### src/rtl/pwc_pkg.sv
// Package for the periodic wakeup counter: offsets, fields, resets, types
package pwc_pkg;

  // Register byte offsets
  localparam logic [3:0] OFF_STATUS_CONTROL = 4'h0;
  localparam logic [3:0] OFF_CURRENT_COUNT  = 4'h4;
  localparam logic [3:0] OFF_COMPARE_MOD    = 4'h8;

  // Status/control field positions
  localparam int FLAG_BIT     = 7;
  localparam int CLKSEL_LSB   = 5;
  localparam int IRQEN_BIT    = 4;
  localparam int PRESEL_LSB   = 0;

  // Reset values
  localparam logic [7:0] COUNT_RESET   = 8'h00;
  localparam logic [7:0] MODULO_RESET  = 8'h00;
  localparam logic [1:0] CLKSEL_RESET  = 2'h0;
  localparam logic [3:0] PRESEL_RESET  = 4'h0;

  // Clock source codes
  localparam logic [1:0] SRC_LOW_POWER = 2'h0;
  localparam logic [1:0] SRC_EXTERNAL  = 2'h1;

  // AXI4-Lite responses
  localparam logic [1:0] RESP_OKAY   = 2'h0;
  localparam logic [1:0] RESP_SLVERR = 2'h2;

  typedef struct packed {
    logic       match_flag;
    logic [1:0] clock_source_select;
    logic       match_irq_enable;
    logic [3:0] prescaler_select;
  } pwc_ctrl_t;

  // Divider ratio for prescaler code and clock-source low bit (0 = off)
  function automatic logic [17:0] pwc_divide(input logic sel0, input logic [3:0] code);
    logic [17:0] d;
    d = 18'h0;
    if (!sel0) begin
      unique case (code)
        4'h0: d = 18'h0;
        4'h1: d = 18'h8;
        4'h2: d = 18'h20;
        4'h3: d = 18'h40;
        4'h4: d = 18'h80;
        4'h5: d = 18'h100;
        4'h6: d = 18'h200;
        4'h7: d = 18'h400;
        4'h8: d = 18'h1;
        4'h9: d = 18'h2;
        4'hA: d = 18'h4;
        4'hB: d = 18'hA;
        4'hC: d = 18'h10;
        4'hD: d = 18'h64;
        4'hE: d = 18'h1F4;
        4'hF: d = 18'h3E8;
      endcase
    end else begin
      unique case (code)
        4'h0: d = 18'h0;
        4'h1: d = 18'h400;
        4'h2: d = 18'h800;
        4'h3: d = 18'h1000;
        4'h4: d = 18'h2000;
        4'h5: d = 18'h4000;
        4'h6: d = 18'h8000;
        4'h7: d = 18'h10000;
        4'h8: d = 18'h3E8;
        4'h9: d = 18'h7D0;
        4'hA: d = 18'h1388;
        4'hB: d = 18'h2710;
        4'hC: d = 18'h4E20;
        4'hD: d = 18'hC350;
        4'hE: d = 18'h186A0;
        4'hF: d = 18'h30D40;
      endcase
    end
    return d;
  endfunction

endpackage

### src/rtl/pwc_top.sv
// Periodic wakeup counter with AXI4-Lite register slave
//
// The implementer's own choices: the register addresses and the AXI4-Lite register port.
`timescale 1ns/1ps

module pwc_top
  import pwc_pkg::*;
(
  // Clock and reset
  input  wire logic        aclk,
  input  wire logic        aresetn,
  // Counting clock sources, asynchronous to aclk
  input  wire logic        low_power_osc_clock,
  input  wire logic        external_ref_clock,
  input  wire logic        internal_ref_clock,
  // Debug halt
  input  wire logic        debug_halt,
  // AXI4-Lite write address
  input  wire logic [3:0]  s_axi_awaddr,
  input  wire logic        s_axi_awvalid,
  output logic             s_axi_awready,
  // AXI4-Lite write data
  input  wire logic [31:0] s_axi_wdata,
  input  wire logic [3:0]  s_axi_wstrb,
  input  wire logic        s_axi_wvalid,
  output logic             s_axi_wready,
  // AXI4-Lite write response
  output logic [1:0]       s_axi_bresp,
  output logic             s_axi_bvalid,
  input  wire logic        s_axi_bready,
  // AXI4-Lite read address
  input  wire logic [3:0]  s_axi_araddr,
  input  wire logic        s_axi_arvalid,
  output logic             s_axi_arready,
  // AXI4-Lite read data
  output logic [31:0]      s_axi_rdata,
  output logic [1:0]       s_axi_rresp,
  output logic             s_axi_rvalid,
  input  wire logic        s_axi_rready,
  // Interrupt request
  output logic             match_irq
);

  pwc_ctrl_t   ctrl_r;
  logic [7:0]  modulo_r;
  logic [7:0]  count_r;
  logic [17:0] presc_r;
  logic        aw_hold_r;
  logic        w_hold_r;
  logic [3:0]  aw_addr_r;
  logic [31:0] w_data_r;
  logic        w_strb0_r;
  logic        dbg_s1_r;
  logic        dbg_s2_r;
  logic        dbg_s3_r;
  logic        dbg_r;
  logic [2:0]  lpo_sync_r;
  logic [2:0]  ext_sync_r;
  logic [2:0]  int_sync_r;
  logic        src_lvl_r;

  // Synchronise every source; a rise of the selected source counts once stages two and three agree
  always_ff @(posedge aclk) begin
    if (!aresetn) begin
      lpo_sync_r <= 3'h0;
      ext_sync_r <= 3'h0;
      int_sync_r <= 3'h0;
      dbg_s1_r   <= 1'b0;
      dbg_s2_r   <= 1'b0;
      dbg_s3_r   <= 1'b0;
    end else begin
      lpo_sync_r <= {lpo_sync_r[1:0], low_power_osc_clock};
      ext_sync_r <= {ext_sync_r[1:0], external_ref_clock};
      int_sync_r <= {int_sync_r[1:0], internal_ref_clock};
      dbg_s1_r   <= debug_halt;
      dbg_s2_r   <= dbg_s1_r;
      dbg_s3_r   <= dbg_s2_r;
    end
  end

  // Source mux on settled stages
  wire [1:0] lpo_st = lpo_sync_r[2:1];
  wire [1:0] ext_st = ext_sync_r[2:1];
  wire [1:0] int_st = int_sync_r[2:1];
  wire [1:0] sel_st = (ctrl_r.clock_source_select == SRC_LOW_POWER) ? lpo_st :
                      (ctrl_r.clock_source_select == SRC_EXTERNAL)  ? ext_st :
                      int_st;
  wire       sel_agree = (sel_st[0] == sel_st[1]);
  wire       src_rise  = sel_agree && sel_st[1] && !src_lvl_r;
  wire       dbg_agree = (dbg_s2_r == dbg_s3_r);

  // Bus decode
  wire        wr_go      = aw_hold_r && w_hold_r && !s_axi_bvalid;
  wire        wr_sc      = wr_go && (aw_addr_r[3:2] == OFF_STATUS_CONTROL[3:2]) && w_strb0_r;
  wire        wr_cnt     = wr_go && (aw_addr_r[3:2] == OFF_CURRENT_COUNT[3:2]);
  wire        wr_mod     = wr_go && (aw_addr_r[3:2] == OFF_COMPARE_MOD[3:2]) && w_strb0_r;
  wire        wr_ok      = wr_sc || wr_cnt || wr_mod || (wr_go && !w_strb0_r &&
                           (aw_addr_r[3:2] != 2'h3));
  wire [7:0]  wbyte      = w_data_r[7:0];
  wire [1:0]  new_clksel = wbyte[CLKSEL_LSB +: 2];
  wire [3:0]  new_presel = wbyte[PRESEL_LSB +: 4];
  wire        cfg_change = wr_sc && ((new_clksel != ctrl_r.clock_source_select) ||
                           (new_presel != ctrl_r.prescaler_select));
  wire        restart    = wr_mod || cfg_change;

  // Counting
  wire [17:0] divide     = pwc_divide(ctrl_r.clock_source_select[0], ctrl_r.prescaler_select);
  wire        presc_on   = (ctrl_r.prescaler_select != PRESEL_RESET);
  wire        run        = presc_on && !dbg_r && src_rise;
  wire        presc_tick = run && (presc_r == divide - 18'h1);
  wire        wrap       = presc_tick && (count_r == modulo_r);
  wire        flag_clr   = wr_sc && wbyte[FLAG_BIT];

  always_ff @(posedge aclk) begin
    if (!aresetn) begin
      src_lvl_r <= 1'b0;
      dbg_r     <= 1'b0;
    end else begin
      if (sel_agree) begin
        src_lvl_r <= sel_st[1];
      end
      if (dbg_agree) begin
        dbg_r <= dbg_s3_r;
      end
    end
  end

  always_ff @(posedge aclk) begin
    if (!aresetn) begin
      presc_r <= 18'h0;
      count_r <= COUNT_RESET;
    end else if (restart || !presc_on) begin
      presc_r <= 18'h0;
      count_r <= COUNT_RESET;
    end else if (run) begin
      presc_r <= presc_tick ? 18'h0 : presc_r + 18'h1;
      if (presc_tick) begin
        count_r <= wrap ? COUNT_RESET : count_r + 8'h1;
      end
    end
  end

  // Control and modulo registers
  always_ff @(posedge aclk) begin
    if (!aresetn) begin
      ctrl_r.match_flag          <= 1'b0;
      ctrl_r.clock_source_select <= CLKSEL_RESET;
      ctrl_r.match_irq_enable    <= 1'b0;
      ctrl_r.prescaler_select    <= PRESEL_RESET;
      modulo_r                   <= MODULO_RESET;
    end else begin
      if (wrap) begin
        ctrl_r.match_flag <= 1'b1;
      end else if (flag_clr) begin
        ctrl_r.match_flag <= 1'b0;
      end
      if (wr_sc) begin
        ctrl_r.clock_source_select <= new_clksel;
        ctrl_r.match_irq_enable    <= wbyte[IRQEN_BIT];
        ctrl_r.prescaler_select    <= new_presel;
      end
      if (wr_mod) begin
        modulo_r <= wbyte;
      end
    end
  end

  assign match_irq = ctrl_r.match_flag && ctrl_r.match_irq_enable;

  // AXI4-Lite write path: address and data captured independently
  assign s_axi_awready = !aw_hold_r;
  assign s_axi_wready  = !w_hold_r;

  always_ff @(posedge aclk) begin
    if (!aresetn) begin
      aw_hold_r    <= 1'b0;
      w_hold_r     <= 1'b0;
      aw_addr_r    <= 4'h0;
      w_data_r     <= 32'h0;
      w_strb0_r    <= 1'b0;
      s_axi_bvalid <= 1'b0;
      s_axi_bresp  <= RESP_OKAY;
    end else begin
      if (s_axi_awvalid && s_axi_awready) begin
        aw_hold_r <= 1'b1;
        aw_addr_r <= s_axi_awaddr;
      end
      if (s_axi_wvalid && s_axi_wready) begin
        w_hold_r  <= 1'b1;
        w_data_r  <= s_axi_wdata;
        w_strb0_r <= s_axi_wstrb[0];
      end
      if (wr_go) begin
        aw_hold_r    <= 1'b0;
        w_hold_r     <= 1'b0;
        s_axi_bvalid <= 1'b1;
        s_axi_bresp  <= wr_ok ? RESP_OKAY : RESP_SLVERR;
      end else if (s_axi_bvalid && s_axi_bready) begin
        s_axi_bvalid <= 1'b0;
      end
    end
  end

  // AXI4-Lite read path: whole snapshot taken in one cycle, never torn
  wire [7:0] sc_read  = {ctrl_r.match_flag, ctrl_r.clock_source_select,
                         ctrl_r.match_irq_enable, ctrl_r.prescaler_select};
  wire       rd_map   = (s_axi_araddr[3:2] != 2'h3);
  wire [7:0] rd_byte  = (s_axi_araddr[3:2] == OFF_STATUS_CONTROL[3:2]) ? sc_read :
                        (s_axi_araddr[3:2] == OFF_CURRENT_COUNT[3:2])  ? count_r :
                        (s_axi_araddr[3:2] == OFF_COMPARE_MOD[3:2])    ? modulo_r :
                        8'h00;
  assign s_axi_arready = !s_axi_rvalid;

  always_ff @(posedge aclk) begin
    if (!aresetn) begin
      s_axi_rvalid <= 1'b0;
      s_axi_rdata  <= 32'h0;
      s_axi_rresp  <= RESP_OKAY;
    end else if (s_axi_arvalid && s_axi_arready) begin
      s_axi_rvalid <= 1'b1;
      s_axi_rdata  <= {24'h0, rd_byte};
      s_axi_rresp  <= rd_map ? RESP_OKAY : RESP_SLVERR;
    end else if (s_axi_rvalid && s_axi_rready) begin
      s_axi_rvalid <= 1'b0;
    end
  end

endmodule
### config.mk
export PLATFORM = sky130hd
export DESIGN_NAME = pwc_top
export DESIGN_NICKNAME = d
export VERILOG_FILES = /design/src/rtl/pwc_pkg.sv /design/src/rtl/pwc_top.sv
export SDC_FILE = /design/constraint.sdc
export NUM_CORES = 1
export LEC_CHECK = 0
export ABC_AREA = 1
export BUFFER_PORTS_ARGS = -buffer_cell sky130_fd_sc_hd__buf_2
export CAP_MARGIN = 20
export CORE_MARGIN = 10
export CORE_UTILIZATION = 34
export CTS_CLUSTER_SIZE = 16
export DETAILED_ROUTE_END_ITERATION = 7
export PLACE_DENSITY = 0.59
export REMOVE_ABC_BUFFERS = 1
export SLEW_MARGIN = 20
export SYNTH_ARGS = -nofsm -noshare
export SYNTH_HDL_FRONTEND = slang
export SYNTH_SLANG_ARGS = --single-unit
export TNS_END_PERCENT = 30
### constraint.sdc
create_clock -name aclk -period 2.69 [get_ports aclk]
set_input_delay 0.4035 -clock aclk [delete_from_list [all_inputs] [get_ports aclk]]
set_output_delay 0.4035 -clock aclk [all_outputs]
set_load 0.01 [all_outputs]
==> results.toml, run 1 <==
[synth]
synth_area_leader_cell = "dfxtp_1"
ys.flop_type = "dfxtp_1"
syn_avg_cell_area_um2 = 6.64
synth-seq-cells = 107
synth_area_leaders = "dfxtp_1 37%, nand2_1 16%, inv_1 7.5%"
async_reset_ff_share_pct = 0
ys_seq_area_share_pct = 36.7
synth_warnings = 0
synth_edf_count = 0
yosysUniqueCellTypes = 44
synth_top_area_share_pct = 36.7
syn_inst = 880
syn_area_um2 = 5840

[setup_path]
crit_top_cell = "buf_4"
timing.rr.start = "ctrl_r[5]"
critPathCaptureType = "register"
path_max_fanout = 6
critPathSlowestCell = "dfxtp_4"
path_cells = "buf_4, nor3_1, nor3_1, ha_1, nand2_1, nor2_4, nand4_1, nor3_2, buf_4, nand4_1, nor2_2, buf_4, nand2_1, nor2_1, nor3_2"
cpPeakStageDelay_ns = 0.38
worstPathRequired_ns = 2.94
crit_arrival_ns = 2.73
path_class = "register to register"
critPathLaunch = "ctrl_r[5]"
cp-start-kind = "register"

[worst_hold_path]
hp-start = "external_ref_clock"
min_path_type = "input port to register"

[timing]
period_share_pct = 92.2
hold_viol_final = 0
finClkSkew_ns = 0.00610
fmax_mhz = 403
tightest_slew_ns = 0.642
slew_headroom_pct = 56.6
fin_crit_ns = 2.48
drv_slew = 0
setup_viol = 0
holdWs_ns = 0.224
grt_setup_unrepaired = "true"

[power]
p_int_mw = 2.45
combinationalPowerShare_pct = 8.3
swShare_pct = 25.8
vdd_drop_max_v = 0.000352
p_sw_uw = 853
seq_power_share_pct = 49.7
pwr-share-clk_pct = 42.0
cellPowerDensity_nw_per_um2 = 492
total_leakage_power_nw = 3.23

[layout]
nets = 1000
layout_commonest_cell = "nand2_1"
most-common-layout-cells = "241 x nand2_1, 116 x inv_1, 106 x dfxtp_1"
diodes = 0
fin_area_um2 = 6720
drive_above_1_share_pct = 13.2
syn2layout_area_growth_pct = 15.0

[grt]
grt_pass1_wl_mm = 24.9
antenna_found_initial = 0
first_global_vias = 5120
overflow = 0
grtUsageTotal_pct = 13.4
grt_max_degree = 46

[run_status]
outcome = "finished, final reports clean"

[cts]
clk_pin_slew_ns = 0.07
cts_sinks = 107
cts_tree = "yes"
htree_levels = 3
cts_hold_buf = 0
ctsLongestPathBuffers = 2
root_buffer = "clkbuf_16"
cts_buffers = 9
clk_latency_ns = 0.36

[placement]
io_buffers = 39
place_congestion = 0.872
placed_area_um2 = 6280
hpwl_mm = 11.4

[flow_run]
maxCapViolCount = 0

[die]
dieArea_um2 = 22800
dieWidth_um = 151
rows = 47
io_pins = 97
fp.dieH_um = 151
fp.coreArea_um2 = 16700
initial_utilization_pct = 35.0

[routing]
wl_mm = 14.7
routed_via_density = 4.63
vias = 5367
wl_per_cell_um = 12.7
drt_first_pass_iters = 4
drc = 0
ant_nets = 0
drtIter0Drc = 291
## worst max-delay path: cells and delay by family (launching register included)
family                   cells  cell delay (ns)
AND/OR/NAND/NOR             11             1.39
flip-flops                   1             0.38
adder cells (fa/ha/maj)      1             0.18
buffers and inverters        3             0.42
## cells in the mapped netlist, types with 3 or more instances
library cell / count
nor3b_1: 4
inv_1: 117
nor3_2: 3
o21ai_0: 53
a31oi_1: 6
o22ai_1: 4
nor2_2: 6
nand2_2: 6
nor4_1: 3
dfxtp_1: 107
buf_2: 3
nor2_4: 3
a41oi_1: 3
nand4_1: 9
buf_4: 27
nor3_1: 16
ha_1: 10
xor2_1: 22
a21oi_1: 35
clkbuf_1: 12
nand3_1: 59
nand2_1: 244
nor2_1: 98
xnor2_1: 3
## layer usage
layer	vias up	global-route usage, %	wire length (um)
met1	2417	17.1	7160
li1	2837	-	-
met4	0	4.38	260
met3	20	2.80	544
met2	93	21.9	6700
met5	-	0	0
## area by class of cell
cell class | count | area, um^2
Fill cell | 1840 | 9980
Multi-Input combinational cell | 635 | 3150
Sequential cell | 107 | 2150
Inverter | 118 | 448
Timing Repair Buffer | 64 | 387
Tap cell | 220 | 275
Clock buffer | 9 | 225
Clock inverter | 6 | 82.6
## kinds of logic after synthesis
kind of cell | count (synthesis) | share of synthesized area [%]
mux | 1 | 0.171
other cells | 1 | 0.0642
compound gates | 109 | 10.0
fa+ha+maj | 10 | 2.14
flops | 107 | 36.7
xor+xnor | 25 | 3.75
simple gates | 464 | 34.6
buf+inv | 163 | 12.5
## final timing paths
| path | cells past startpoint | slack (ns) | endpoint |
|---|---|---|---|
| setup / recovery | 15 | 0.21 | presc_r[16] |
| setup reg to reg | 15 | 0.21 | presc_r[16] |
| hold reg to reg | 2 | 0.41 | int_sync_r[1] |
| hold / removal | 3 | 0.22 | ext_sync_r[0] |
## what timing repair did
item / in CTS / in global routing
resized for setup: 1 / 28
buffers inserted: 0 / 4
setup endpoints to repair: 1 / 29
pin swaps: 0 / 6
cloned: 0 / 0
## stage by stage
step	setup TNS, ns	setup WS [ns]	utilization (%)	instances	total power [mW]
floorplan	-4.89	-0.216	-	860	1.85
global placement	0	0.0317	37.6	1140	1.95
detailed placement	-0.00259	-0.00259	37.6	1140	1.95
CTS	0	0.0383	39.5	1155	3.35
global route	-0.136	-0.0445	40.2	1159	3.46
finish	0	0.210	40.2	1159	3.30
## power groups by stage
stage | logic, mW | registers, mW | clock network (mW)
2_1_floorplan | 0.172 | 1.68 | 0
3_3_place_gp | 0.269 | 1.68 | 0
3_5_place_dp | 0.270 | 1.68 | 0
4_1_cts | 0.271 | 1.64 | 1.44
5_1_grt | 0.312 | 1.65 | 1.50
6_report | 0.273 | 1.64 | 1.39
No activity file was read; power rests on OpenSTA's default activity.
==> run 2: changes to the inputs <==
--- a/config.mk
+++ b/config.mk
@@ -9,12 +9,11 @@
 export BUFFER_PORTS_ARGS = -buffer_cell sky130_fd_sc_hd__buf_2
 export CAP_MARGIN = 20
 export CORE_MARGIN = 10
-export CORE_UTILIZATION = 34
+export CORE_UTILIZATION = 51
 export CTS_CLUSTER_SIZE = 16
 export DETAILED_ROUTE_END_ITERATION = 7
-export PLACE_DENSITY = 0.59
+export PLACE_DENSITY = 0.8
 export REMOVE_ABC_BUFFERS = 1
-export SLEW_MARGIN = 20
 export SYNTH_ARGS = -nofsm -noshare
 export SYNTH_HDL_FRONTEND = slang
 export SYNTH_SLANG_ARGS = --single-unit
==> results.toml, run 2 (synthesis gave the netlist of run 1 again) <==
[cts]
cts_buffers = 9
htree_levels = 3
cts_tree = "yes"
ctsLongestPathBuffers = 2
cts_sinks = 107
root_buffer = "clkbuf_16"
clk_latency_ns = 0.36
clk_pin_slew_ns = 0.07

[timing]
hold_viol_final = 0
period_share_pct = 93.1
tightest_slew_ns = 0.551
setup_viol = 0
slew_headroom_pct = 62.7
fin_crit_ns = 2.51
fmax_mhz = 399
finClkSkew_ns = 0.00858
holdWs_ns = 0.229
drv_slew = 0

[setup_path]
crit_path_end = "count_r[1]"
rr_endpoint = "count_r[1]"
r2r_slack_ns = 0.18
path_class = "register to register"
path_delay_family = "simple AND/OR/NAND/NOR gates"
critPathCaptureType = "register"
cp-start-kind = "register"
crit_top_cell = "nand2_1"
worstPathRequired_ns = 2.94
timing.rr.start = "ctrl_r[5]"
crit_arrival_ns = 2.75
rr_worst_depth = 14
cpPeakStageDelay_ns = 0.41
critPathLaunch = "ctrl_r[5]"
worst-path-stages = 14
critPathBufInv = 2
path_max_fanout = 19
critPathSlowestCell = "dfxtp_2"
path_cells = "inv_4, buf_12, nand2_1, nand2_1, nor2_1, nand3_1, nor2_1, nand2_1, nand2_1, nand4_1, nor2_4, nand2_4, o21ai_0, nor2_1"

[routing]
vias = 5488
drc = 0
routed-wl-met3_um = 681
drt_first_pass_iters = 5
top_layer = "met4"
m1WireLength_mm = 6.23
ant_nets = 0
drtIter0Drc = 360
wl_per_cell_um = 12.9
wl_mm = 13.9
wl_met2_mm = 6.54
routed_via_density = 5.09

[layout]
nets = 996
diodes = 0
instances_no_fill = 1079
syn2layout_area_growth_pct = 12.4
layout_commonest_cell = "nand2_1"
drive_above_1_share_pct = 12.5
most-common-layout-cells = "242 x nand2_1, 116 x inv_1, 105 x dfxtp_1"

[placement]
dp_cells = 1058
hpwl_mm = 10.5
io_buffers = 39
place_congestion = 0.960

[die]
fp.coreArea_um2 = 11300
io_pins = 97
dieWidth_um = 127
rows = 39
initial_utilization_pct = 51.6
fp.dieH_um = 127
dieArea_um2 = 16100

[worst_hold_path]
min_path_type = "input port to register"

[power]
total_leakage_power_nw = 3.17
p_sw_uw = 853
vdd_drop_max_v = 0.000456
cellPowerDensity_nw_per_um2 = 489
seq_power_share_pct = 51.2
combinationalPowerShare_pct = 8.5
p_int_mw = 2.36
pwr-share-clk_pct = 40.3
total_power_mw = 3.21
swShare_pct = 26.6

[grt]
antenna_found_initial = 0
first_global_vias = 5021
grtUsageTotal_pct = 17.1
grt_pass1_wl_mm = 23.3
overflow = 0
grt_max_degree = 47

[run_status]
outcome = "finished, final reports clean"

[flow_run]
maxCapViolCount = 0
## run 2: changes by cell type in the layout (fill, tap and decap cells not counted), moves of 2 or more
| cell | change |
|---|---|
| dfxtp_2 | +2 |
| clkinvlp_4 | +2 |
| o21ai_0 | +2 |
| buf_4 | -5 |
## run 2: metal layers
| metal | global-route usage, % | vias up |
|---|---|---|
| li1 | - | 2824 |
| met1 | 21.3 | 2471 |
| met2 | 27.5 | 154 |
| met3 | 3.89 | 39 |
| met4 | 7.77 | 0 |
| met5 | 0 | - |
## run 2: worst min-delay path, cell delays in order
cell and delay [ns]:
buf_2 0.08, nand2_1 0.04, inv_1 0.04
## run 2: how the worst min path moves through the flow
stage | end | from | depth (start not counted)
after floorplan | dbg_s2_r | dbg_s1_r | 2
after global placement | dbg_s2_r | dbg_s1_r | 2
after detailed placement | int_sync_r[1] | int_sync_r[0] | 2
after CTS | lpo_sync_r[0] | low_power_osc_clock | 3
after global routing | int_sync_r[0] | internal_ref_clock | 3
final | int_sync_r[0] | internal_ref_clock | 3
## run 2: final cells by class
cell class                 count  area, um^2
sequential                   107        2140
fill                        1078        4760
inverter                     118         445
tap                          143         179
clock buffer                  10         229
timing repair buffer          60         369
clock inverter                 6        60.1
multi-input combinational    635        3140
## run 2: what timing repair did
| item | CTS | global route |
|---|---|---|
| pin swaps | 0 | 3 |
| endpoints found under the setup margin | 3 | 27 |
| gates resized for setup | 1 | 21 |
| setup buffers | 0 | 5 |
| hold buffers | 0 | 0 |
## run 2: power by group through the flow
stage	clock network, mW	registers, mW	logic (mW)
after floorplan	0	1.68	0.172
after global placement	0	1.68	0.258
after detailed placement	0	1.68	0.262
after CTS	1.31	1.64	0.264
after global routing	1.38	1.65	0.312
final	1.29	1.64	0.272
## run 2: per-stage QoR
stage | TNS, ns | utilization [%] | worst slack (ns) | cell area, um^2
2_1_floorplan | -4.89 | - | -0.216 | 5640
3_3_place_gp | 0 | 54.3 | 0.0786 | 6150
3_5_place_dp | 0 | 54.3 | 0.0270 | 6150
4_1_cts | 0 | 56.9 | 0.0127 | 6440
5_1_grt | -0.00841 | 58.0 | -0.00841 | 6560
6_report | 0 | 58.0 | 0.185 | 6560
==> run 3: changes to the inputs <==
--- a/config.mk
+++ b/config.mk
@@ -5,7 +5,6 @@
 export SDC_FILE = /design/constraint.sdc
 export NUM_CORES = 1
 export LEC_CHECK = 0
-export ABC_AREA = 1
 export BUFFER_PORTS_ARGS = -buffer_cell sky130_fd_sc_hd__buf_2
 export CAP_MARGIN = 20
 export CORE_MARGIN = 10
==> results.toml, run 3 <==
[cts]
ctsLongestPathBuffers = 2
root_buffer = "clkbuf_16"
cts_buffers = 9
htree_levels = 3
clk_pin_slew_ns = 0.08
cts_hold_buf = 0
cts_sinks = 107
cts_tree = "yes"
clk_latency_ns = 0.36

[grt]
grt_pass1_wl_mm = 26.1
grtUsageTotal_pct = 19.3
first_global_vias = 5397
antenna_found_initial = 0
grt_max_degree = 41
overflow = 0

[setup_path]
cp-start-kind = "register"
path_class = "register to register"
path_max_fanout = 12
critPathSlowestCell = "dfxtp_4"
crit_arrival_ns = 3.12
cpPeakStageDelay_ns = 0.44
worstPathRequired_ns = 2.98
path_cells = "buf_6, nor3b_4, o22ai_2, buf_4, nor3_4, nor3b_1, nor3_1, or3_4, or4_1, a21oi_1"
critPathCaptureType = "register"

[synth]
synth_area_leaders = "dfxtp_1 36%, mux2i_1 5.6%, xnor2_1 5.4%"
synth.most_common_cell = "dfxtp_1"
synth-seq-cells = 107
syn_avg_cell_area_um2 = 8.67
async_reset_ff_share_pct = 0
synth_area_leader_cell = "dfxtp_1"
yosysUniqueCellTypes = 73
syn_area_um2 = 5880
synth_top_area_share_pct = 36.4
ys.flop_type = "dfxtp_1"
syn_inst = 678
synth_edf_count = 0
synthTopCellsByCount = "107 x dfxtp_1, 73 x nand2_1, 54 x nor2_1"
synth_warnings = 0
ys_seq_area_share_pct = 36.4

[timing]
period_share_pct = 105
hold_viol_final = 0
finClkSkew_ns = 0.0154
setup_viol = 26
slew_headroom_pct = 58.5
fin_crit_ns = 2.83
setup_ws_ns = -0.137
holdWs_ns = 0.246
fmax_mhz = 354
grt_setup_unrepaired = "true"
drv_slew = 0
tightest_slew_ns = 0.615

[layout]
instances_no_fill = 919
fill_cells = 881
syn2layout_area_growth_pct = 22.1
multi_input_area_um2 = 3720
nets = 836
drive_above_1_share_pct = 24.6
layout_commonest_cell = "dfxtp_1"
seq_area_um2 = 2150
final_util_pct = 63.1
diodes = 0
most-common-layout-cells = "106 x dfxtp_1, 72 x nand2_1, 64 x buf_4"

[routing]
wl_per_cell_um = 17.2
routed_via_density = 5.75
vias = 5280
wl_mm = 15.8
drtIter0Drc = 438
drc = 0
drt_first_pass_iters = 5
ant_nets = 0

[power]
vdd_drop_max_v = 0.000429
total_leakage_power_nw = 2.93
total_power_mw = 3.15
cellPowerDensity_nw_per_um2 = 439

[flow_run]
maxCapViolCount = 0

[placement]
io_buffers = 39
place_congestion = 0.938
hpwl_mm = 11.5
dp_cells = 895

[run_status]
outcome = "complete, but fails checks"
violations = "setup timing"

[die]
initial_utilization_pct = 51.7
fp.coreArea_um2 = 11400
rows = 39
io_pins = 97
fp.dieH_um = 127
dieArea_um2 = 16200
dieWidth_um = 127

[worst_hold_path]
min_path_type = "input port to register"
run 3: cell count changes in the layout (fill, tap and decap cells not counted), sizes merged, moves of 33 or more:
cell	previous run	this run
nand3	61	20
nor2	108	57
nand2	252	73
xnor2	3	36
buf	60	110
inv	120	20
mux2i	1	34
run 3: per-stage QoR:
stage	setup TNS [ns]	instance area, um^2	worst slack, ns
floorplan	-28.86	5650	-1.09
global placement	-2.27	6510	-0.179
detailed placement	-4.69	6510	-0.323
CTS	-0.414	7080	-0.0658
global route	-5.05	7180	-0.254
finish	-1.21	7180	-0.137
run 3: kinds of logic after synthesis:
group | share of synthesized area [%]
AOI/OAI and AO/OA | 14.5
xor gates and xnor gates | 8.04
adders and majority gates | 2.13
buffers and inverters | 6.53
DFF | 36.4
muxes | 6.64
other | 0.0638
and+or+nand+nor | 25.7
run 3: layout make-up:
type | instances | share of cell area, %
Clock buffer | 10 | 3.33
Timing Repair Buffer | 110 | 10.7
Tap cell | 143 | 2.49
Inverter | 16 | 0.837
Multi-Input combinational cell | 527 | 51.9
Clock inverter | 6 | 0.889
Sequential cell | 107 | 29.9
run 3: critical path: cells and delay by family (launching register included):
family                 cells  cell delay (ns)
AO/OA/AOI/OAI              2             0.25
flip-flops                 1             0.44
AND/OR/NAND/NOR            6             1.71
buffers and inverters      2             0.36
run 3: layer usage:
metal / share of wire (%) / vias to the layer above / global-route usage (%)
met5: 0 / - / 0
met4: 2.9 / 0 / 8.71
met3: 7.2 / 39 / 5.58
met2: 49 / 230 / 32.6
met1: 41 / 2500 / 22.0
li1: - / 2511 / -
run 3: what timing repair did:
action / 4_1_cts / 5_1_grt
pin swaps: 11 / 6
resized for setup: 49 / 9
endpoints found under the setup margin: 27 / 27
buffers inserted: 2 / 6
gates cloned: 0 / 0
run 3: final timing paths:
check,startpoint,endpoint,slack [ns],depth (start not counted)
max,ctrl_r[5],count_r[0],-0.14,10
max reg2reg,ctrl_r[5],count_r[0],-0.14,10
min,internal_ref_clock,int_sync_r[0],0.25,2
min reg2reg,int_sync_r[0],int_sync_r[1],0.44,1
run 3: where the power goes:
group / total, mW / internal (mW) / switching [mW]
clock: 1.34 / 0.686 / 0.655
sequential: 1.64 / 1.61 / 0.0237
combinational: 0.177 / 0.0737 / 0.103
total: 3.15 / 2.37 / 0.782
